<file path="src/hw/tcp_pkg.sv">
// How it works
// - Each capture channel copies the 16-bit counter on an active pin edge
// - Software picks rising or falling capture edge per channel
// - A capture sets its flag; interrupt requested when enabled and unmasked
// - Capture flag clears after status read with flag set, then low-byte access
// - After a capture high-byte read, captures wait until the low byte is accessed
// - Capture pins always feed capture logic, whatever the pin direction
// - In single-pulse or PWM mode only capture channel 2 captures normally
// - Each compare register is matched against the counter every timer count
// - Compare registers are software owned only and reset to 8000h
// - On an enabled match the compare pin takes its level bit, pin 2 only outside single-pulse or PWM mode; low in reset
// - A compare match requests an interrupt when enabled and unmasked, except compare 1 in single-pulse or PWM mode and compare 2 in PWM mode
// - Compare flag clears after status read with flag set, then low-byte access
// - Compare high write inhibits compares until low write, which clears the flag
// - Flag and pin are set in the count where counter equals compare value
// - Disabled pin gets no level on match; interrupt still possible
// - Force bit copies level bit to the enabled pin with no flag or interrupt
// - Force bits do nothing in single-pulse or PWM mode
// - Single-pulse mode bit in control two uses capture 1 and compare 1
// - Trigger reloads FFFCh, drives level two, sets capture flag, loads FFFDh
// - In single-pulse mode compare 1 match drives level one, ending the pulse
// - Counter is 16-bit free-running, reloads only FFFCh, clock /2 /4 /8 or ext
// - Both clock-select bits set choose the external clock
package tcp_pkg;
	// ----------------------------------------------------------------
	// Register offsets
	// ----------------------------------------------------------------
	localparam logic [3:0] OFF_CTRL_TWO = 4'h0;
	localparam logic [3:0] OFF_CTRL_ONE = 4'h1;
	localparam logic [3:0] OFF_FLAGS = 4'h2;
	localparam logic [3:0] OFF_CAP1_HI = 4'h3;
	localparam logic [3:0] OFF_CAP1_LO = 4'h4;
	localparam logic [3:0] OFF_CMP1_HI = 4'h5;
	localparam logic [3:0] OFF_CMP1_LO = 4'h6;
	localparam logic [3:0] OFF_CNT_HI = 4'h7;
	localparam logic [3:0] OFF_CNT_LO = 4'h8;
	localparam logic [3:0] OFF_CAP2_HI = 4'h9;
	localparam logic [3:0] OFF_CAP2_LO = 4'ha;
	localparam logic [3:0] OFF_CMP2_HI = 4'hb;
	localparam logic [3:0] OFF_CMP2_LO = 4'hc;
	// ----------------------------------------------------------------
	// Control register two fields
	// ----------------------------------------------------------------
	localparam int B2_PIN1_EN = 7;
	localparam int B2_PIN2_EN = 6;
	localparam int B2_PULSE = 5;
	localparam int B2_PWM = 4;
	localparam int B2_CLK_HI = 3;
	localparam int B2_CLK_LO = 2;
	localparam int B2_EDGE2 = 1;
	localparam int B2_EXT_EDGE = 0;
	// ----------------------------------------------------------------
	// Control register one fields
	// ----------------------------------------------------------------
	localparam int B1_CAP_IE = 7;
	localparam int B1_CMP_IE = 6;
	localparam int B1_OVF_IE = 5;
	localparam int B1_FORCE2 = 4;
	localparam int B1_FORCE1 = 3;
	localparam int B1_LEVEL2 = 2;
	localparam int B1_EDGE1 = 1;
	localparam int B1_LEVEL1 = 0;
	// ----------------------------------------------------------------
	// Flags register fields
	// ----------------------------------------------------------------
	localparam int BF_CAP1 = 7;
	localparam int BF_CMP1 = 6;
	localparam int BF_OVF = 5;
	localparam int BF_CAP2 = 4;
	localparam int BF_CMP2 = 3;
	// ----------------------------------------------------------------
	// Values and counts
	// ----------------------------------------------------------------
	localparam logic [7:0] CTRL_RESET = 8'h00;
	localparam logic [15:0] COMPARE_RESET = 16'h8000;
	localparam logic [15:0] COUNTER_RELOAD = 16'hfffc;
	localparam logic [15:0] PULSE_CAPTURE_VALUE = 16'hfffd;
	localparam logic [15:0] COUNTER_TOP = 16'hffff;
	localparam logic [1:0] CLK_DIV4 = 2'h0;
	localparam logic [1:0] CLK_DIV2 = 2'h1;
	localparam logic [1:0] CLK_DIV8 = 2'h2;
	localparam logic [1:0] CLK_EXT = 2'h3;
	localparam logic [2:0] LAST_DIV2 = 3'h1;
	localparam logic [2:0] LAST_DIV4 = 3'h3;
	localparam logic [2:0] LAST_DIV8 = 3'h7;
endpackage

</file>
<file path="src/hw/tcp_cap_if.sv">
`timescale 1ns/1ps
interface tcp_cap_if;
	logic capEvent;
	logic loadFixed;
	logic hiRead;
	logic loAccess;
	logic srRead;
	logic [15:0] counter;
	logic [15:0] value;
	logic flag;

	modport owner (output capEvent, output loadFixed, output hiRead, output loAccess, output srRead,
		output counter, input value, input flag);
	modport chan (input capEvent, input loadFixed, input hiRead, input loAccess, input srRead,
		input counter, output value, output flag);
endinterface

</file>
<file path="src/hw/tcp_sync.sv">
`timescale 1ns/1ps
module tcp_sync (
	input wire logic clock,
	input wire logic arst_n,
	input wire logic pin,
	output logic rise,
	output logic fall
);
	logic s1_reg;
	logic s2_reg;
	logic s3_reg;
	logic level_reg;
	logic [2:0] fill_reg;
	wire agree = s2_reg == s3_reg;
	// No edge until the stages hold the pin, so an idle-high pin gives no edge after reset
	wire primed = fill_reg[2];

	// ----------------------------------------------------------------
	// Three stages; a change counts when the last two agree
	// ----------------------------------------------------------------
	always_ff @(posedge clock or negedge arst_n) begin
		if (!arst_n) begin
			s1_reg <= 1'b0;
			s2_reg <= 1'b0;
			s3_reg <= 1'b0;
			level_reg <= 1'b0;
			fill_reg <= 3'h0;
			rise <= 1'b0;
			fall <= 1'b0;
		end else begin
			s1_reg <= pin;
			s2_reg <= s1_reg;
			s3_reg <= s2_reg;
			fill_reg <= primed ? fill_reg : fill_reg + 3'h1;
			level_reg <= (agree | ~primed) ? s3_reg : level_reg;
			rise <= primed & agree & s3_reg & ~level_reg;
			fall <= primed & agree & ~s3_reg & level_reg;
		end
	end
endmodule

</file>
<file path="src/hw/tcp_capture.sv">
`timescale 1ns/1ps
module tcp_capture (
	input wire logic clock,
	input wire logic arst_n,
	tcp_cap_if.chan bus
);
	logic [15:0] value_reg;
	logic flag_reg;
	logic armed_reg;
	logic hold_reg;

	// ----------------------------------------------------------------
	// Capture, flag and clearing sequence
	// ----------------------------------------------------------------
	wire take = bus.capEvent & ~hold_reg;
	wire setFlag = take | bus.loadFixed;
	wire [15:0] value_next = bus.loadFixed ? tcp_pkg::PULSE_CAPTURE_VALUE : (take ? bus.counter : value_reg);
	wire flag_next = setFlag | (flag_reg & ~(armed_reg & bus.loAccess));
	wire armed_next = (bus.srRead & flag_reg) | (armed_reg & ~bus.loAccess);
	wire hold_next = bus.hiRead | (hold_reg & ~bus.loAccess);

	assign bus.value = value_reg;
	assign bus.flag = flag_reg;

	always_ff @(posedge clock or negedge arst_n) begin
		if (!arst_n) begin
			value_reg <= 16'h0000;
			flag_reg <= 1'b0;
			armed_reg <= 1'b0;
			hold_reg <= 1'b0;
		end else begin
			value_reg <= value_next;
			flag_reg <= flag_next;
			armed_reg <= armed_next;
			hold_reg <= hold_next;
		end
	end
endmodule

</file>
<file path="src/hw/tcp_top.sv">
// Design decisions made here: the plain strobed port and the placing of the registers.
`timescale 1ns/1ps
module tcp_top (
	input wire logic clock,
	input wire logic arst_n,
	input wire logic [3:0] addr,
	input wire logic [7:0] wrData,
	input wire logic wrStrobe,
	input wire logic rdStrobe,
	output logic [7:0] rdData,
	input wire logic capPin1,
	input wire logic capPin2,
	input wire logic extClkPin,
	input wire logic cpuIrqMask,
	output logic cmpPin1,
	output logic cmpPin2,
	output logic cmpPinEnable1,
	output logic cmpPinEnable2,
	output logic timerIrq
);
	// ----------------------------------------------------------------
	// State
	// ----------------------------------------------------------------
	logic [7:0] ctrlTwo_reg;
	logic [7:0] ctrlOne_reg;
	logic [15:0] compareValueOne_reg;
	logic [15:0] compareValueTwo_reg;
	logic [15:0] counter_reg;
	logic [2:0] presc_reg;
	logic moved_reg;
	logic cmpFlag1_reg;
	logic cmpFlag2_reg;
	logic cmpArmed1_reg;
	logic cmpArmed2_reg;
	logic cmpHold1_reg;
	logic cmpHold2_reg;
	logic ovfFlag_reg;
	logic ovfArmed_reg;
	logic cap1Rise;
	logic cap1Fall;
	logic cap2Rise;
	logic cap2Fall;
	logic extRise;
	logic extFall;

	tcp_cap_if capOne();
	tcp_cap_if capTwo();

	// ----------------------------------------------------------------
	// Pin synchronisers
	// ----------------------------------------------------------------
	tcp_sync syncCap1 (
		.clock(clock),
		.arst_n(arst_n),
		.pin(capPin1),
		.rise(cap1Rise),
		.fall(cap1Fall)
	);
	tcp_sync syncCap2 (
		.clock(clock),
		.arst_n(arst_n),
		.pin(capPin2),
		.rise(cap2Rise),
		.fall(cap2Fall)
	);
	tcp_sync syncExt (
		.clock(clock),
		.arst_n(arst_n),
		.pin(extClkPin),
		.rise(extRise),
		.fall(extFall)
	);

	// ----------------------------------------------------------------
	// Access decode
	// ----------------------------------------------------------------
	wire wrCtrlTwo = wrStrobe & (addr == tcp_pkg::OFF_CTRL_TWO);
	wire wrCtrlOne = wrStrobe & (addr == tcp_pkg::OFF_CTRL_ONE);
	wire rdFlags = rdStrobe & (addr == tcp_pkg::OFF_FLAGS);
	wire anyAccess = wrStrobe | rdStrobe;
	wire cap1HiRead = rdStrobe & (addr == tcp_pkg::OFF_CAP1_HI);
	wire cap2HiRead = rdStrobe & (addr == tcp_pkg::OFF_CAP2_HI);
	wire cap1LoAccess = anyAccess & (addr == tcp_pkg::OFF_CAP1_LO);
	wire cap2LoAccess = anyAccess & (addr == tcp_pkg::OFF_CAP2_LO);
	wire wrCmp1Hi = wrStrobe & (addr == tcp_pkg::OFF_CMP1_HI);
	wire wrCmp2Hi = wrStrobe & (addr == tcp_pkg::OFF_CMP2_HI);
	wire wrCmp1Lo = wrStrobe & (addr == tcp_pkg::OFF_CMP1_LO);
	wire wrCmp2Lo = wrStrobe & (addr == tcp_pkg::OFF_CMP2_LO);
	wire cmp1LoAccess = anyAccess & (addr == tcp_pkg::OFF_CMP1_LO);
	wire cmp2LoAccess = anyAccess & (addr == tcp_pkg::OFF_CMP2_LO);
	wire cntLoAccess = anyAccess & (addr == tcp_pkg::OFF_CNT_LO);
	wire cntLoWrite = wrStrobe & (addr == tcp_pkg::OFF_CNT_LO);

	// ----------------------------------------------------------------
	// Modes
	// ----------------------------------------------------------------
	wire pwmMode = ctrlTwo_reg[tcp_pkg::B2_PWM];
	wire pulseMode = ctrlTwo_reg[tcp_pkg::B2_PULSE] & ~pwmMode;
	wire specialMode = pulseMode | pwmMode;
	wire [1:0] clkSel = {ctrlTwo_reg[tcp_pkg::B2_CLK_HI], ctrlTwo_reg[tcp_pkg::B2_CLK_LO]};
	wire pin1Enable = ctrlTwo_reg[tcp_pkg::B2_PIN1_EN];
	wire pin2Enable = ctrlTwo_reg[tcp_pkg::B2_PIN2_EN];
	wire level1 = ctrlOne_reg[tcp_pkg::B1_LEVEL1];
	wire level2 = ctrlOne_reg[tcp_pkg::B1_LEVEL2];

	// ----------------------------------------------------------------
	// Timer clock and counter
	// ----------------------------------------------------------------
	wire [2:0] prescLast = (clkSel == tcp_pkg::CLK_DIV2) ? tcp_pkg::LAST_DIV2 :
		((clkSel == tcp_pkg::CLK_DIV8) ? tcp_pkg::LAST_DIV8 : tcp_pkg::LAST_DIV4);
	wire prescWrap = presc_reg >= prescLast;
	wire extEdge = ctrlTwo_reg[tcp_pkg::B2_EXT_EDGE] ? extRise : extFall;
	wire useExt = clkSel == tcp_pkg::CLK_EXT;
	wire timerTick = useExt ? extEdge : prescWrap;
	wire [2:0] presc_next = (prescWrap | useExt) ? 3'h0 : presc_reg + 3'h1;

	// Capture edge selection, always fed from the pins
	wire edge1 = ctrlOne_reg[tcp_pkg::B1_EDGE1] ? cap1Rise : cap1Fall;
	wire edge2 = ctrlTwo_reg[tcp_pkg::B2_EDGE2] ? cap2Rise : cap2Fall;
	wire pulseTrigger = pulseMode & edge1;

	wire reload = pulseTrigger | cntLoWrite;
	wire [15:0] counter_next = reload ? tcp_pkg::COUNTER_RELOAD :
		(timerTick ? counter_reg + 16'h0001 : counter_reg);
	wire moved_next = reload | timerTick;
	wire overflow = timerTick & ~reload & (counter_reg == tcp_pkg::COUNTER_TOP);

	// ----------------------------------------------------------------
	// Compare channels
	// ----------------------------------------------------------------
	wire eq1 = counter_reg == compareValueOne_reg;
	wire eq2 = counter_reg == compareValueTwo_reg;
	wire match1 = moved_reg & eq1 & ~cmpHold1_reg;
	wire match2 = moved_reg & eq2 & ~cmpHold2_reg;
	wire setCmp1 = match1 & ~specialMode;
	wire setCmp2 = match2 & ~pwmMode;
	wire cmpFlag1_next = setCmp1 | (cmpFlag1_reg & ~(wrCmp1Lo | (cmpArmed1_reg & cmp1LoAccess)));
	wire cmpFlag2_next = setCmp2 | (cmpFlag2_reg & ~(wrCmp2Lo | (cmpArmed2_reg & cmp2LoAccess)));
	wire cmpArmed1_next = (rdFlags & cmpFlag1_reg) | (cmpArmed1_reg & ~cmp1LoAccess);
	wire cmpArmed2_next = (rdFlags & cmpFlag2_reg) | (cmpArmed2_reg & ~cmp2LoAccess);
	wire cmpHold1_next = wrCmp1Hi | (cmpHold1_reg & ~wrCmp1Lo);
	wire cmpHold2_next = wrCmp2Hi | (cmpHold2_reg & ~wrCmp2Lo);

	// Compare values change only by software writes
	wire [15:0] cmpOne_next = wrCmp1Hi ? {wrData, compareValueOne_reg[7:0]} :
		(wrCmp1Lo ? {compareValueOne_reg[15:8], wrData} : compareValueOne_reg);
	wire [15:0] cmpTwo_next = wrCmp2Hi ? {wrData, compareValueTwo_reg[7:0]} :
		(wrCmp2Lo ? {compareValueTwo_reg[15:8], wrData} : compareValueTwo_reg);

	// ----------------------------------------------------------------
	// Overflow flag
	// ----------------------------------------------------------------
	wire ovfFlag_next = overflow | (ovfFlag_reg & ~(ovfArmed_reg & cntLoAccess));
	wire ovfArmed_next = (rdFlags & ovfFlag_reg) | (ovfArmed_reg & ~cntLoAccess);

	// ----------------------------------------------------------------
	// Output pins
	// ----------------------------------------------------------------
	wire force1 = wrCtrlOne & wrData[tcp_pkg::B1_FORCE1] & ~specialMode;
	wire force2 = wrCtrlOne & wrData[tcp_pkg::B1_FORCE2] & ~specialMode;
	wire forceLevel1 = wrData[tcp_pkg::B1_LEVEL1];
	wire forceLevel2 = wrData[tcp_pkg::B1_LEVEL2];
	wire pin1Next = ~pin1Enable ? cmpPin1 :
		(pulseTrigger ? level2 :
		(match1 ? level1 :
		(force1 ? forceLevel1 : cmpPin1)));
	wire pin2Next = ~pin2Enable ? cmpPin2 :
		(match2 & ~specialMode ? level2 :
		(force2 ? forceLevel2 : cmpPin2));

	// ----------------------------------------------------------------
	// Interrupt request
	// ----------------------------------------------------------------
	wire capPending = ctrlOne_reg[tcp_pkg::B1_CAP_IE] & (capOne.flag | capTwo.flag);
	wire cmpPending = ctrlOne_reg[tcp_pkg::B1_CMP_IE] & (cmpFlag1_reg | cmpFlag2_reg);
	wire ovfPending = ctrlOne_reg[tcp_pkg::B1_OVF_IE] & ovfFlag_reg;
	wire irqNext = ~cpuIrqMask & (capPending | cmpPending | ovfPending);

	// ----------------------------------------------------------------
	// Capture channel hookup
	// ----------------------------------------------------------------
	assign capOne.capEvent = edge1 & ~specialMode;
	assign capOne.loadFixed = pulseTrigger;
	assign capOne.hiRead = cap1HiRead;
	assign capOne.loAccess = cap1LoAccess;
	assign capOne.srRead = rdFlags;
	assign capOne.counter = counter_reg;
	assign capTwo.capEvent = edge2;
	assign capTwo.loadFixed = 1'b0;
	assign capTwo.hiRead = cap2HiRead;
	assign capTwo.loAccess = cap2LoAccess;
	assign capTwo.srRead = rdFlags;
	assign capTwo.counter = counter_reg;

	tcp_capture chanOne (
		.clock(clock),
		.arst_n(arst_n),
		.bus(capOne.chan)
	);
	tcp_capture chanTwo (
		.clock(clock),
		.arst_n(arst_n),
		.bus(capTwo.chan)
	);

	// ----------------------------------------------------------------
	// Read data selection
	// ----------------------------------------------------------------
	wire [7:0] flagsByte = {capOne.flag, cmpFlag1_reg, ovfFlag_reg, capTwo.flag, cmpFlag2_reg, 3'h0};
	wire [7:0] ctrlOneRead = ctrlOne_reg & ~8'h18;
	wire [7:0] readMux =
		(addr == tcp_pkg::OFF_CTRL_TWO) ? ctrlTwo_reg :
		(addr == tcp_pkg::OFF_CTRL_ONE) ? ctrlOneRead :
		(addr == tcp_pkg::OFF_FLAGS) ? flagsByte :
		(addr == tcp_pkg::OFF_CAP1_HI) ? capOne.value[15:8] :
		(addr == tcp_pkg::OFF_CAP1_LO) ? capOne.value[7:0] :
		(addr == tcp_pkg::OFF_CMP1_HI) ? compareValueOne_reg[15:8] :
		(addr == tcp_pkg::OFF_CMP1_LO) ? compareValueOne_reg[7:0] :
		(addr == tcp_pkg::OFF_CNT_HI) ? counter_reg[15:8] :
		(addr == tcp_pkg::OFF_CNT_LO) ? counter_reg[7:0] :
		(addr == tcp_pkg::OFF_CAP2_HI) ? capTwo.value[15:8] :
		(addr == tcp_pkg::OFF_CAP2_LO) ? capTwo.value[7:0] :
		(addr == tcp_pkg::OFF_CMP2_HI) ? compareValueTwo_reg[15:8] :
		(addr == tcp_pkg::OFF_CMP2_LO) ? compareValueTwo_reg[7:0] : 8'h00;

	// ----------------------------------------------------------------
	// Control registers
	// ----------------------------------------------------------------
	always_ff @(posedge clock or negedge arst_n) begin
		if (!arst_n) begin
			ctrlTwo_reg <= tcp_pkg::CTRL_RESET;
			ctrlOne_reg <= tcp_pkg::CTRL_RESET;
		end else begin
			ctrlTwo_reg <= wrCtrlTwo ? wrData : ctrlTwo_reg;
			ctrlOne_reg <= wrCtrlOne ? wrData : ctrlOne_reg;
		end
	end

	// ----------------------------------------------------------------
	// Counter and prescaler
	// ----------------------------------------------------------------
	always_ff @(posedge clock or negedge arst_n) begin
		if (!arst_n) begin
			counter_reg <= tcp_pkg::COUNTER_RELOAD;
			presc_reg <= 3'h0;
			moved_reg <= 1'b0;
			ovfFlag_reg <= 1'b0;
			ovfArmed_reg <= 1'b0;
		end else begin
			counter_reg <= counter_next;
			presc_reg <= reload ? 3'h0 : presc_next;
			moved_reg <= moved_next;
			ovfFlag_reg <= ovfFlag_next;
			ovfArmed_reg <= ovfArmed_next;
		end
	end

	// ----------------------------------------------------------------
	// Compare registers and flags
	// ----------------------------------------------------------------
	always_ff @(posedge clock or negedge arst_n) begin
		if (!arst_n) begin
			compareValueOne_reg <= tcp_pkg::COMPARE_RESET;
			compareValueTwo_reg <= tcp_pkg::COMPARE_RESET;
			cmpFlag1_reg <= 1'b0;
			cmpFlag2_reg <= 1'b0;
			cmpArmed1_reg <= 1'b0;
			cmpArmed2_reg <= 1'b0;
			cmpHold1_reg <= 1'b0;
			cmpHold2_reg <= 1'b0;
		end else begin
			compareValueOne_reg <= cmpOne_next;
			compareValueTwo_reg <= cmpTwo_next;
			cmpFlag1_reg <= cmpFlag1_next;
			cmpFlag2_reg <= cmpFlag2_next;
			cmpArmed1_reg <= cmpArmed1_next;
			cmpArmed2_reg <= cmpArmed2_next;
			cmpHold1_reg <= cmpHold1_next;
			cmpHold2_reg <= cmpHold2_next;
		end
	end

	// ----------------------------------------------------------------
	// Outputs
	// ----------------------------------------------------------------
	always_ff @(posedge clock or negedge arst_n) begin
		if (!arst_n) begin
			cmpPin1 <= 1'b0;
			cmpPin2 <= 1'b0;
			cmpPinEnable1 <= 1'b0;
			cmpPinEnable2 <= 1'b0;
			timerIrq <= 1'b0;
			rdData <= 8'h00;
		end else begin
			cmpPin1 <= pin1Next;
			cmpPin2 <= pin2Next;
			cmpPinEnable1 <= pin1Enable;
			cmpPinEnable2 <= pin2Enable;
			timerIrq <= irqNext;
			rdData <= rdStrobe ? readMux : 8'h00;
		end
	end
endmodule

</file>
<file path="config.mk">
export PLATFORM = sky130hd
export DESIGN_NAME = tcp_top
export DESIGN_NICKNAME = d
export VERILOG_FILES = /design/src/hw/tcp_pkg.sv /design/src/hw/tcp_cap_if.sv /design/src/hw/tcp_sync.sv /design/src/hw/tcp_capture.sv /design/src/hw/tcp_top.sv
export SDC_FILE = /design/constraint.sdc
export NUM_CORES = 1
export LEC_CHECK = 0
export BUFFER_PORTS_ARGS = -buffer_cell sky130_fd_sc_hd__buf_2
export CAP_MARGIN = 20
export CORE_UTILIZATION = 32
export CTS_BUF_LIST = sky130_fd_sc_hd__clkbuf_4
export CTS_CLUSTER_SIZE = 12
export DETAILED_ROUTE_END_ITERATION = 8
export PLACE_DENSITY = 0.49
export SLEW_MARGIN = 5
export SYNTH_ARGS = -nofsm -noshare
export SYNTH_HDL_FRONTEND = slang
export SYNTH_SLANG_ARGS = --single-unit
</file>
<file path="constraint.sdc">
create_clock -name clock -period 5.21 [get_ports clock]
set_input_delay 0.521 -clock clock [delete_from_list [all_inputs] [get_ports clock]]
set_output_delay 0.521 -clock clock [all_outputs]
set_load 0.03 [all_outputs]
</file>
Word level (Yosys, flattened, before mapping)
Index checks and enable logic that the tools add are counted.

operators by class
  reduce and logical (&&, ||, !) cells = 9
  magnitude comparators = 1
  equality and inequality tests = 21
  mux-type cells = 38
  $add $sub $neg = 5
  bitwise operators = 136

operators with widths
  operator                                              count
  two-way mux 8 bit                                     16
  two-way mux 16 bit                                    6
  AND 1 bit                                             76
  equality test 16 bit                                  2
  NOT 1 bit                                             31
  bitwise OR 1 bit                                      29
  two-way mux 3 bit                                     7
  equality test 4 bit (second input constant)           5
  adder 16 x 1 -> 16 bit (second input constant)        1
  equality test 16 bit (second input constant)          1
  equality test 4 x 3 -> 1 bit (second input constant)  4
  adder 3 x 1 -> 3 bit (second input constant)          4
  two-way mux 1 bit                                     9
  equality test 4 x 2 -> 1 bit (second input constant)  2
  AND reduction 2 bit                                   4
  nonzero test 2 bit                                    3
  equality test 2 bit (second input constant)           2
  equality test 4 x 1 -> 1 bit (second input constant)  1
  logical NOT 4 bit                                     1
  equality test 1 bit                                   3
  greater-or-equal comparator 3 bit                     1
  nonzero test 3 bit                                    1
  equality test 2 x 1 -> 1 bit (second input constant)  1

storage, ports and cells
  flip-flop bits (word level) = 154
  output and inout bits = 13
  input port bits = 20
  logic and storage cells = 265

Logic depth before layout (Yosys ltp)
Gate-level depths: netlist of the first run.

  depth in word-level cells = 15
  depth in mapped cells = 9
  gate-level depth less buffers = 8

Modules after synthesis
Synthesis of the first run repeated with hierarchy kept, for this count alone.

unflattened totals
  cells, all modules = 766
  area, all modules = 8084.0 um2

by module, submodules not included
  module       area an instance (um2)  cells each  sequential area each (um2)  times used
  tcp_top      5461.5                  547         2197.1                      1
  tcp_capture  853.3                   78          475.5                       2
  tcp_sync     305.3                   21          225.2                       3

Worst setup path before layout of the first run
No wires, ideal clock.

  path kind = register to register
  from = register ctrlTwo_reg[2]
  to = register ovfFlag_reg
  library setup time = 0.120 ns
  data arrival time = 1.998 ns
  slack = 3.092 ns
  cell stages (with the launch flop) = 8
  cells stage by stage = dfrtp_1 -> nor2b_1 -> ha_1 -> a21o_1 -> a221oi_4 -> nor4b_4 -> and3_1 -> a41o_1

on the way
  longest elaborated chain between the ends = 8
  elaborated cells between the ends (all ways) = 10
  those cells by class = order compare (1); eq/ne (3); mux (3); bitwise (3)

RTL lines
  element                            line            RTL
  from (decl)                        tcp_top.sv:24   logic [7:0] ctrlTwo_reg;
  from (signal assigned)             tcp_top.sv:231  ctrlTwo_reg <= tcp_pkg::CTRL_RESET;
  from (signal assigned)             tcp_top.sv:234  ctrlTwo_reg <= wrCtrlTwo ? wrData : ctrlTwo_reg;
  equality test 2 bit                tcp_top.sv:110  ((clkSel == tcp_pkg::CLK_DIV8) ? tcp_pkg::LAST_DIV8 : tcp_pkg::LAST_DIV4);
  two-way mux 3 bit                  tcp_top.sv:110
  two-way mux 3 bit                  tcp_top.sv:109  wire [2:0] prescLast = (clkSel == tcp_pkg::CLK_DIV2) ? tcp_pkg::LAST_DIV2 :
  greater-or-equal comparator 3 bit  tcp_top.sv:111  wire prescWrap = presc_reg >= prescLast;
  two-way mux 1 bit (*)              tcp_top.sv:114  wire timerTick = useExt ? extEdge : prescWrap;
  AND 1 bit (*) (2 in a row)         tcp_top.sv:126  wire overflow = timerTick & ~reload & (counter_reg == tcp_pkg::COUNTER_TOP);
  bitwise OR 1 bit (*)               tcp_top.sv:153  wire ovfFlag_next = overflow | (ovfFlag_reg & ~(ovfArmed_reg & cntLoAccess));
  via ovfFlag_next                   tcp_top.sv:153
  to (signal assigned)               tcp_top.sv:253  ovfFlag_reg <= ovfFlag_next;
  to (decl)                          tcp_top.sv:37   logic ovfFlag_reg;

The timed path passes the listed nets; every way through them passes the cells marked *.
A chain may end at the register's enable or synchronous reset.

Final worst setup path of the first run
  from = input port addr[2]
  to = register compareValueOne_reg[11]

on the way
  longest elaborated chain between the ends = 2

RTL lines
  element                       line            RTL
  from (decl)                   tcp_top.sv:6    input wire logic [3:0] addr,
  equality test 4 x 3 -> 1 bit  tcp_top.sv:85   wire wrCmp1Hi = wrStrobe & (addr == tcp_pkg::OFF_CMP1_HI);
  AND 1 bit                     tcp_top.sv:85
  to (signal assigned)          tcp_top.sv:263  compareValueOne_reg <= tcp_pkg::COMPARE_RESET;
  to (signal assigned)          tcp_top.sv:272  compareValueOne_reg <= cmpOne_next;
  to (decl)                     tcp_top.sv:26   logic [15:0] compareValueOne_reg;

No other way between the ends.

==> impl_metrics.toml, run 1 <==
[clock_tree]
clock_latency_ns = 0.60
cts.path.max_buffers = 2
cts_tree = "built"
cts.root.buffer_cell = "sky130_fd_sc_hd__clkbuf_4"
ctsResizeCount = 0
cts_max_level = 4
clkSinkCount = 152
cts-buffers-inserted = 17
clkTransAtPathRegs_ns = 0.16

[cells_and_area]
fin_nets = 735
drive_gt1_frac = 0.247
instances_no_fill = 1043
multi_input_area_um2 = 3560
sequential_cell_area_um2 = 3820
layout.filler_cells = 2436
area_growth_pct = 9.51

[flow_run]
timing.max_cap.violations = 0

[power]
sw_frac_of_total = 0.398
cellPowerDensity_nw_per_um2 = 444
worst_ir_drop_vdd_mv = 0.162
power_frac_clock = 0.213
power_share_of_the_sequential_group = 0.537
cellLeakagePower_uw = 0.00348
p_int_uw = 2250
power_frac_comb = 0.251
p_sw_uw = 1490

[setup_path]
timing.critical_path.from_type = "input pin"
slowest_stage = "sky130_fd_sc_hd__nor2b_1"
cp_max_fo = 27
worst_r2r_path_depth = 7
timing.rr.end = "ovfFlag_reg"
crit_path_cell_trace = "buf_2, nor2b_1, and3_1, mux2_2"
startpoint_of_the_worst_register_to_register_path = "ctrlTwo_reg[2]"
critPathArrivalTime_ns = 2.90
setup.reg_to_reg.worst_slack_ns = 2.79
worstSetupEndpointType = "flop"
crit_path_max_incr_delay_ns = 0.94
worstPathRequired_ns = 5.69
ws_path_type = "in2reg"

[synthesis]
netlist.top_cell.by_area = "sky130_fd_sc_hd__dfrtp_1"
netlist_instances = 697
synth_unique_cells = 72
adder_cell_area_share_of_the_yosys_netlist = 0.0114
synthXorXnorAreaFrac = 0.0564
synth_area_um2 = 7690
yosys-top-cells-area = "sky130_fd_sc_hd__dfrtp_1 44%, sky130_fd_sc_hd__mux2_2 10%, sky130_fd_sc_hd__dfstp_2 5.5%, sky130_fd_sc_hd__nand2_1 3.1%, sky130_fd_sc_hd__xor2_1 2.7%"
yosysSeqAreaShare = 0.497
synthFlopType = "sky130_fd_sc_hd__dfrtp_1"
synth_edf_count = 0
synth_simple_gate_area_frac = 0.132
synth_top_family_by_area = "compound AO/OA/AOI/OAI gates"
yosys-mux-area-fraction = 0.116
synth_nets = 724
avgSynthCellArea_um2 = 11.0
post-synth-top-area-fraction = 0.442
postSynthRegisterBits = 152
synth.yosys.warnings = 0
synth_async_sr_flop_share = 1.00
post_synthesis_compound_gate_area_fraction = 0.147

[timing]
worst_clock_skew_ns = 0.0355
fin_crit_ns = 2.42
timing.slew.headroom = 0.262
rsz_0062_raised_after_global_routing = "false"
tightestPinTransition_ns = 1.11
report.final.setup_viol = 0
timing.final.max_slew_violations = 0
setup-tns-final_ns = 0
period_share = 0.464
timing.final.hold_violations = 0
clock.fmax_mhz = 414

[global_route]
grt_remaining_overflow = 0
grt_first_pass_wirelength_um = 35400
antenna_found_initial = 1
grt_start_max_net_pins = 112
via_count_of_the_first_global_routing_pass = 5483
grt.total_usage = 0.201

[drt]
drc_errors = 0
drt-vias-per-instance = 5.41
wirelength_um = 23100
antenna_left = 0
drt_first_pass_iters = 5
routed-via-count = 5643
drt-wirelength-per-cell_um = 22.2
detailedRoute.firstIterationViolations = 425

[floorplanning]
starting_density = 0.327
floorplan.rows = 56
die_area_um2 = 24700
dieWidth_um = 157
num_io_pins = 33
die_h_um = 157
placeableCoreArea_um2 = 23500

[hold_path]
worst_hold_path.num_cells = 2
timing.hold.worst_endpoint = "timerIrq"
timing.hold.worst.start = "cpuIrqMask"
hold_path.class = "in2reg"

[place]
io_port_bufs = 32
gpl.final_weighted_congestion = 0.930
hpwlAfterDp_um = 16400
dp_cells = 1003

[run_status]
run_status = "completed"
critical path, delay by kind of cell:
family	cells	cell delay, ns
and+or+nand+nor	2	1.55
buffers and inverters	1	0.42
muxes	1	0.39
metal layers:
metal / GRT usage / vias up / wire length, um
li1: - / 2559 / -
met1: 0.282 / 2874 / 10700
met2: 0.295 / 165 / 10200
met3: 0.0479 / 45 / 1340
met4: 0.0860 / 0 / 826
met5: 0 / - / 0
how the worst max path moves through the flow:
stage                         startpoint                       to  slack (ns)  cells past startpoint
final                            addr[2]  compareValueOne_reg[11]        2.79                      4
after detailed placement         addr[3]              ovfFlag_reg        2.21                      6
after global routing      ctrlTwo_reg[2]        capOne.counter[4]        2.64                      8
after floorplan           ctrlTwo_reg[2]              ovfFlag_reg        3.09                      7
after CTS                 ctrlTwo_reg[2]              ovfFlag_reg        2.76                      7
after global placement           addr[2]   compareValueOne_reg[9]        2.25                      4
synthesized netlist by cell type, types with 4 or more instances:
library cell / instances
sky130_fd_sc_hd__a211oi_1: 4
sky130_fd_sc_hd__a21boi_0: 4
sky130_fd_sc_hd__a21o_1: 5
sky130_fd_sc_hd__a21oi_1: 39
sky130_fd_sc_hd__a22o_1: 10
sky130_fd_sc_hd__a31oi_1: 10
sky130_fd_sc_hd__and3_1: 11
sky130_fd_sc_hd__buf_2: 24
sky130_fd_sc_hd__buf_4: 6
sky130_fd_sc_hd__buf_6: 5
sky130_fd_sc_hd__clkbuf_1: 13
sky130_fd_sc_hd__dfrtp_1: 136
sky130_fd_sc_hd__dfstp_2: 16
sky130_fd_sc_hd__ha_1: 7
sky130_fd_sc_hd__inv_1: 5
sky130_fd_sc_hd__mux2_2: 68
sky130_fd_sc_hd__mux2i_1: 10
sky130_fd_sc_hd__nand2_1: 63
sky130_fd_sc_hd__nand2b_1: 11
sky130_fd_sc_hd__nand3_1: 11
sky130_fd_sc_hd__nand4_1: 12
sky130_fd_sc_hd__nor2_1: 29
sky130_fd_sc_hd__nor2b_1: 10
sky130_fd_sc_hd__nor3_1: 7
sky130_fd_sc_hd__nor3b_1: 5
sky130_fd_sc_hd__o21ai_0: 32
sky130_fd_sc_hd__o21ai_1: 6
sky130_fd_sc_hd__o22a_1: 19
sky130_fd_sc_hd__o22ai_1: 7
sky130_fd_sc_hd__or2_2: 4
sky130_fd_sc_hd__xnor2_1: 20
sky130_fd_sc_hd__xor2_1: 24
layout make-up:
cell class,instances,area share
Clock buffer,17,0.0151
Antenna cell,3,0.000891
Sequential cell,152,0.454
Inverter,7,0.00312
Multi-Input combinational cell,487,0.423
Clock inverter,15,0.0230
Timing Repair Buffer,43,0.0336
Tap cell,319,0.0474
power groups by stage:
stage / logic (uW) / clock network, uW / registers (uW)
2_1_floorplan: 848 / 0 / 1730
3_3_place_gp: 913 / 0 / 2030
3_5_place_dp: 935 / 0 / 2020
4_1_cts: 943 / 828 / 2000
5_1_grt: 1040 / 875 / 2050
6_report: 938 / 795 / 2010
per-stage QoR:
step / utilization / total power (uW) / worst slack, ns / cell area, um^2 / hold WS (ns)
finish: 0.358 / 3740 / 2.79 / 8430 / 0.0595
detailed placement: 0.341 / 2960 / 2.21 / 8030 / 0.336
global route: 0.358 / 3970 / 2.64 / 8430 / 0.00239
CTS: 0.356 / 3770 / 2.76 / 8380 / 0.00532
floorplan: - / 2580 / 3.09 / 7690 / 0.225
global placement: 0.341 / 2940 / 2.25 / 8020 / 0.335
cells by family (layout without fill, tap and decap cells):
logic type | after synthesis | in the layout
flip-flops | 152 | 152
XOR/XNOR | 47 | 47
buffers and inverters | 58 | 82
other | 0 | 3
adder cells (fa/ha/maj) | 7 | 7
AND/OR/NAND/NOR | 186 | 186
AO/OA/AOI/OAI | 167 | 167
multiplexers | 80 | 80
cells in the final DEF (no fill, tap or decap), types with 5 or more instances in the layout:
cell                       synthesis  final
sky130_fd_sc_hd__dfrtp_1         136    136
sky130_fd_sc_hd__mux2_2           68     68
sky130_fd_sc_hd__nand2_1          63     63
sky130_fd_sc_hd__a21oi_1          39     39
sky130_fd_sc_hd__o21ai_0          32     32
sky130_fd_sc_hd__buf_2            24     31
sky130_fd_sc_hd__nor2_1           29     29
sky130_fd_sc_hd__xor2_1           24     24
sky130_fd_sc_hd__xnor2_1          20     20
sky130_fd_sc_hd__o22a_1           19     19
sky130_fd_sc_hd__clkbuf_4          0     17
sky130_fd_sc_hd__dfstp_2          16     16
sky130_fd_sc_hd__nand4_1          12     12
sky130_fd_sc_hd__nand2b_1         11     11
sky130_fd_sc_hd__and3_1           11     11
sky130_fd_sc_hd__nand3_1          11     11
sky130_fd_sc_hd__nor2b_1          10     10
sky130_fd_sc_hd__mux2i_1          10     10
sky130_fd_sc_hd__a22o_1           10     10
sky130_fd_sc_hd__a31oi_1          10     10
sky130_fd_sc_hd__o22ai_1           7      7
sky130_fd_sc_hd__ha_1              7      7
sky130_fd_sc_hd__inv_8             0      7
sky130_fd_sc_hd__o21ai_1           6      6
sky130_fd_sc_hd__nor3_1            7      6
sky130_fd_sc_hd__inv_1             5      5
sky130_fd_sc_hd__nor3b_1           5      5
sky130_fd_sc_hd__a21o_1            5      5
sky130_fd_sc_hd__clkinv_8          0      5
sky130_fd_sc_hd__buf_4             6      5
what timing repair did:
item                                   CTS  global route
endpoints found under the hold margin    3            34
hold buffers                             3             1
buffers inserted                         0             0
Note: power is estimated with default switching activity, not from simulation.
==> run 2: changes to the inputs <==
- PLACE_DENSITY: 0.49 -> 0.51
- clock period: 5.21 -> 2.18 ns (I/O delays scaled with it)
==> run 2 against run 1 <==
  * Worst setup slack worse by 2.8 ns
  * Combinational power grew to 3.3 times the previous value
  * Wire length is 7.4% higher
  * First-iteration DRC count is 22% higher
  * Clock skew is 0.011 ns lower
  * Register-to-register slack worse by 2.8 ns
  * Via count is 6.4% higher
  * Worst hold slack better by 0.065 ns
  * Global-route usage is 1.3 points higher
  * Power grew to 2.5 times the previous value
  * Highest routed layer is now met5
==> impl_metrics.toml, run 2 (synthesis results as in run 1) <==
[power]
total_power_uw = 9420
cellLeakagePower_uw = 0.00388
worst_ir_drop_vdd_mv = 0.380
cellPowerDensity_nw_per_um2 = 1030

[timing]
postLayoutSetupSlackWorst_ns = 0.0391
timing.final.max_slew_violations = 0
timing.slew.headroom = 0.581
report.final.setup_viol = 0
rsz_0062_raised_after_global_routing = "true"
timing.final.hold_violations = 0
period_share = 0.982
tightestPinTransition_ns = 0.628
setup-tns-final_ns = 0
worst_clock_skew_ns = 0.0244
clock.fmax_mhz = 467
fin_crit_ns = 2.14

[cells_and_area]
layout.filler_cells = 2375
layout.cells.most_common_list = "136 x sky130_fd_sc_hd__dfrtp_1, 71 x sky130_fd_sc_hd__buf_4, 68 x sky130_fd_sc_hd__mux2_2, 62 x sky130_fd_sc_hd__nand2_1, 39 x sky130_fd_sc_hd__a21oi_1"
antenna_cells_inserted = 0
fin_nets = 815
most_frequent_standard_cell_in_the_layout_excluding_fill_and_tap_cells = "sky130_fd_sc_hd__dfrtp_1"
drive_gt1_frac = 0.318
area_growth_pct = 18.6
multi_input_area_um2 = 3600
sequential_cell_area_um2 = 3820

[setup_path]
startpoint_of_the_worst_register_to_register_path = "capOne.counter[9]"
worst_r2r_path_depth = 6
cp_max_fo = 3
worstSetupEndpointType = "flop"
crit_path_cell_trace = "xnor2_2, nand4_1, nor4b_4, nand3_1, o311a_1, mux2_4"
path_delay_family = "simple AND/OR/NAND/NOR gates"
ws_path_type = "reg2reg"
critical_path.n_buffers_inverters = 0
worstPathRequired_ns = 2.68
crit_path_max_incr_delay_ns = 0.64
setup.reg_to_reg.worst_slack_ns = 0.04
crit_start = "capOne.counter[9]"
timing.critical_path.from_type = "flop"
critPathArrivalTime_ns = 2.64
slowest_stage = "sky130_fd_sc_hd__dfstp_2"
timing.rr.end = "cmpPin1"

[drt]
antenna_left = 0
drt_first_pass_iters = 5
wirelength_um = 24800
detailedRoute.firstIterationViolations = 519
routed-via-count = 6004
drc_errors = 0
drt-wirelength-per-cell_um = 22.2
drt-vias-per-instance = 5.36

[clock_tree]
cts.root.buffer_cell = "sky130_fd_sc_hd__clkbuf_4"
clock_latency_ns = 0.59
cts_max_level = 4
cts-buffers-inserted = 17
clkTransAtPathRegs_ns = 0.17
clkSinkCount = 152
cts_tree = "built"
cts.path.max_buffers = 2

[global_route]
groute.layer.met3.usage = 0.0432
grt_remaining_overflow = 0
grt_start_max_net_pins = 61
grt.busiest_layer = "met2"
grt_use_met2 = 0.338
antenna_found_initial = 1
grt_first_pass_wirelength_um = 37900
via_count_of_the_first_global_routing_pass = 6092
groute.layer.met1.usage = 0.292
grt.total_usage = 0.214

[place]
place_ws_ns = 0.0150
io_port_bufs = 32
gpl.final_weighted_congestion = 0.913
hpwlAfterDp_um = 18900

[floorplanning]
num_io_pins = 33
placeableCoreArea_um2 = 23500
starting_density = 0.327
dieWidth_um = 157
die_area_um2 = 24700
floorplan.rows = 56
die_h_um = 157

[hold_path]
hold_path.class = "in2reg"
worst_hold_path.num_cells = 4
timing.hold.worst_endpoint = "cmpFlag1_reg"
timing.hold.worst.start = "wrStrobe"

[run_status]
run_status = "completed"

[flow_run]
timing.max_cap.violations = 0
## run 2: changes by cell type in the layout (fill, tap and decap cells not counted), moves of 3 or more
cell,previous run,this run
sky130_fd_sc_hd__buf_4,5,71
sky130_fd_sc_hd__dlygate4sd3_1,4,14
sky130_fd_sc_hd__buf_12,0,6
sky130_fd_sc_hd__diode_2,3,0
sky130_fd_sc_hd__inv_6,0,3
sky130_fd_sc_hd__inv_8,7,4
## run 2: what timing repair did
action                                  in CTS  in global routing
setup buffers                                0                  1
hold buffers                                14                  0
endpoints found under the hold margin      104                  0
resized for setup                            1                  6
pin swaps                                    0                  9
endpoints found under the setup margin       1                 11
## run 2: final cells by class
type                            count  share of cell area
Clock buffer                       17              0.0140
Clock inverter                     15              0.0213
Multi-Input combinational cell    487               0.394
Timing Repair Buffer              123               0.105
Inverter                            7             0.00288
Tap cell                          319              0.0437
Sequential cell                   152               0.419
## run 2: worst max path at each step
stage	endpoint	slack, ns	depth (start not counted)
final	cmpPin1	0.04	6
after global routing	cmpPin1	-0.06	6
after CTS	ovfFlag_reg	0.02	7
after detailed placement	cmpPin1	0.01	6
after global placement	cmpPin2	0.03	6
after floorplan	ovfFlag_reg	0.06	7
## run 2: worst min-delay path, stage by stage
cell and delay, ns:
sky130_fd_sc_hd__buf_2 0.18, sky130_fd_sc_hd__a21oi_1 0.14, sky130_fd_sc_hd__o31ai_1 0.08, sky130_fd_sc_hd__o31ai_1 0.07
## run 2: power breakdown
group	internal, uW	leakage (uW)	switching [uW]
logic	1490	0.00190	1580
registers	3650	0.00181	814
clock network	564	0.000169	1320
total	5700	0.00388	3720
## run 2: layer usage
| metal | vias up | wire [um] |
|---|---|---|
| met5 | - | 13 |
| met4 | 2 | 694 |
| met3 | 42 | 1270 |
| met2 | 168 | 11700 |
| met1 | 3086 | 11200 |
| li1 | 2706 | - |
## run 2: per-stage QoR
step           instances  utilization  hold slack [ns]  instance area, um^2
2_1_floorplan        697            -          -0.0776                 7690
3_3_place_gp        1073        0.366            0.261                 8630
3_5_place_dp        1073        0.366            0.262                 8630
4_1_cts             1119        0.386           0.0746                 9090
5_1_grt             1120        0.388            0.110                 9130
6_report            1120        0.388            0.125                 9130
==> run 3: changes to the inputs <==
- RECOVER_POWER: default -> 50
==> run 3 against run 2 <==
  * The flow now finishes with violations (capacitance limit, slew limit)
  * Sequential share of layout area rose by 0.098 points
  * Via count is 0.77% higher
  * Global-route usage unchanged
  * Clock skew fell by 0.00096 ns
  * Non-clock buffer count stayed put
  * Register-to-register slack about the same
  * Core utilization fell by 0.090 points
  * First-iteration DRC count fell by 5.2%
  * Flip-flop and latch count unchanged
  * Largest cell class unchanged
==> impl_metrics.toml, run 3 (synthesis results as in run 1) <==
[floorplanning]
floorplan.rows = 56
placeableCoreArea_um2 = 23500
num_io_pins = 33
dieWidth_um = 157
die_h_um = 157
die_area_um2 = 24700
starting_density = 0.327

[cells_and_area]
instances_no_fill = 1120
drive_gt1_frac = 0.318
antenna_cells_inserted = 0
area_growth_pct = 18.3
fin_nets = 815
most_frequent_standard_cell_in_the_layout_excluding_fill_and_tap_cells = "sky130_fd_sc_hd__dfrtp_1"
layout.cells.most_common_list = "136 x sky130_fd_sc_hd__dfrtp_1, 70 x sky130_fd_sc_hd__buf_4, 68 x sky130_fd_sc_hd__mux2_2, 62 x sky130_fd_sc_hd__nand2_1, 39 x sky130_fd_sc_hd__a21oi_1"

[global_route]
grt_remaining_overflow = 0
grt_first_pass_wirelength_um = 37900
grt.total_usage = 0.214
via_count_of_the_first_global_routing_pass = 6092
grt_start_max_net_pins = 61
antenna_found_initial = 1

[timing]
timing.final.hold_violations = 0
tightestPinTransition_ns = 1.65
period_share = 0.980
timing.slew.headroom = -0.0997
hold-worst-slack_ns = 0.139
clock.fmax_mhz = 468
timing.final.max_slew_violations = 60
fin_crit_ns = 2.14
report.final.setup_viol = 0
worst_clock_skew_ns = 0.0235
rsz_0062_raised_after_global_routing = "true"

[clock_tree]
cts-buffers-inserted = 17
clkSinkCount = 152
cts_tree = "built"
clock_latency_ns = 0.58
cts_max_level = 4
cts.root.buffer_cell = "sky130_fd_sc_hd__clkbuf_4"
cts.path.max_buffers = 2
clkTransAtPathRegs_ns = 0.17

[setup_path]
critPathArrivalTime_ns = 2.62
timing.critical_path.from_type = "flop"
setup.reg_to_reg.worst_slack_ns = 0.04
worstSetupEndpointType = "flop"
worstPathRequired_ns = 2.67
ws_path_type = "reg2reg"
cp_max_fo = 3

[place]
hpwlAfterDp_um = 18900
dp_cells = 1073
io_port_bufs = 32
gpl.final_weighted_congestion = 0.913

[drt]
drt-wirelength-per-cell_um = 22.3
wirelength_um = 24900
detailedRoute.firstIterationViolations = 492
drt-vias-per-instance = 5.40
drt_first_pass_iters = 5
routed-via-count = 6050
antenna_left = 0
drc_errors = 0

[power]
cellPowerDensity_nw_per_um2 = 1030
worst_ir_drop_vdd_mv = 0.380
cellLeakagePower_uw = 0.00387

[hold_path]
hold_path.class = "in2reg"

[flow_run]
timing.max_cap.violations = 1

[run_status]
failed_checks = "capacitance limit, slew limit"
run_status = "finished with violations"
==> run 3: through the flow <==
stage               setup slack (ns)  instance area [um^2]  utilization  total power, uW  TNS (ns)
finish                        0.0425                  9100        0.387             9410         0
global route                 -0.0642                  9100        0.387             9920     -1.20
CTS                           0.0203                  9090        0.386             9430         0
detailed placement            0.0150                  8630        0.366             7510         0
global placement              0.0298                  8630        0.366             7460         0
floorplan                     0.0617                  7690            -             6170         0
==> run 3: final timing paths <==
path	from	depth (start not counted)	to
setup / recovery	capOne.counter[9]	6	cmpPin1
hold / removal	wrStrobe	4	cmpFlag1_reg
setup reg to reg	capOne.counter[9]	6	cmpPin1
hold reg to reg	syncCap1.s1_reg	0	syncCap1.s2_reg
max in group asynchronous	arst_n	3	syncCap2.s3_reg
min in group asynchronous	arst_n	2	capOne.counter[1]
==> run 3: report_power, final <==
part           internal [uW]  total, uW  switching, uW
sequential              3650       4460            814
combinational           1490       3060           1580
clock                    564       1880           1320
==> run 3: routing by layer <==
layer	up-vias	part of all wire	GRT usage
li1	2709	-	-
met1	3120	0.45	0.292
met2	180	0.47	0.338
met3	39	0.057	0.0432
met4	2	0.026	0.0740
met5	-	0.00052	0
==> run 3: layout make-up <==
cell class | count | area (um^2)
fillers | 2379 | 14400
clock buffers | 17 | 128
flip-flops and latches | 152 | 3820
clock inverters | 15 | 194
repair buffers | 123 | 938
well taps | 319 | 399
inverters | 7 | 26.3
multi-input cells | 487 | 3600
==> run 3: repair_timing <==
item                       in CTS  in global routing
setup buffers                   0                  1
hold buffers                   14                  0
hold endpoints to repair      104                  0
setup endpoints to repair       1                 11
pin swaps                       0                  9
gates resized for setup         1                  6
==> run 3: worst max-delay path, cell delays in order, from the launching register on <==
cell and delay (ns):
sky130_fd_sc_hd__dfstp_2 0.64, sky130_fd_sc_hd__xnor2_2 0.12, sky130_fd_sc_hd__nand4_1 0.20, sky130_fd_sc_hd__nor4b_4 0.40, sky130_fd_sc_hd__nand3_1 0.12, sky130_fd_sc_hd__o311a_1 0.31
sky130_fd_sc_hd__mux2_4 0.26
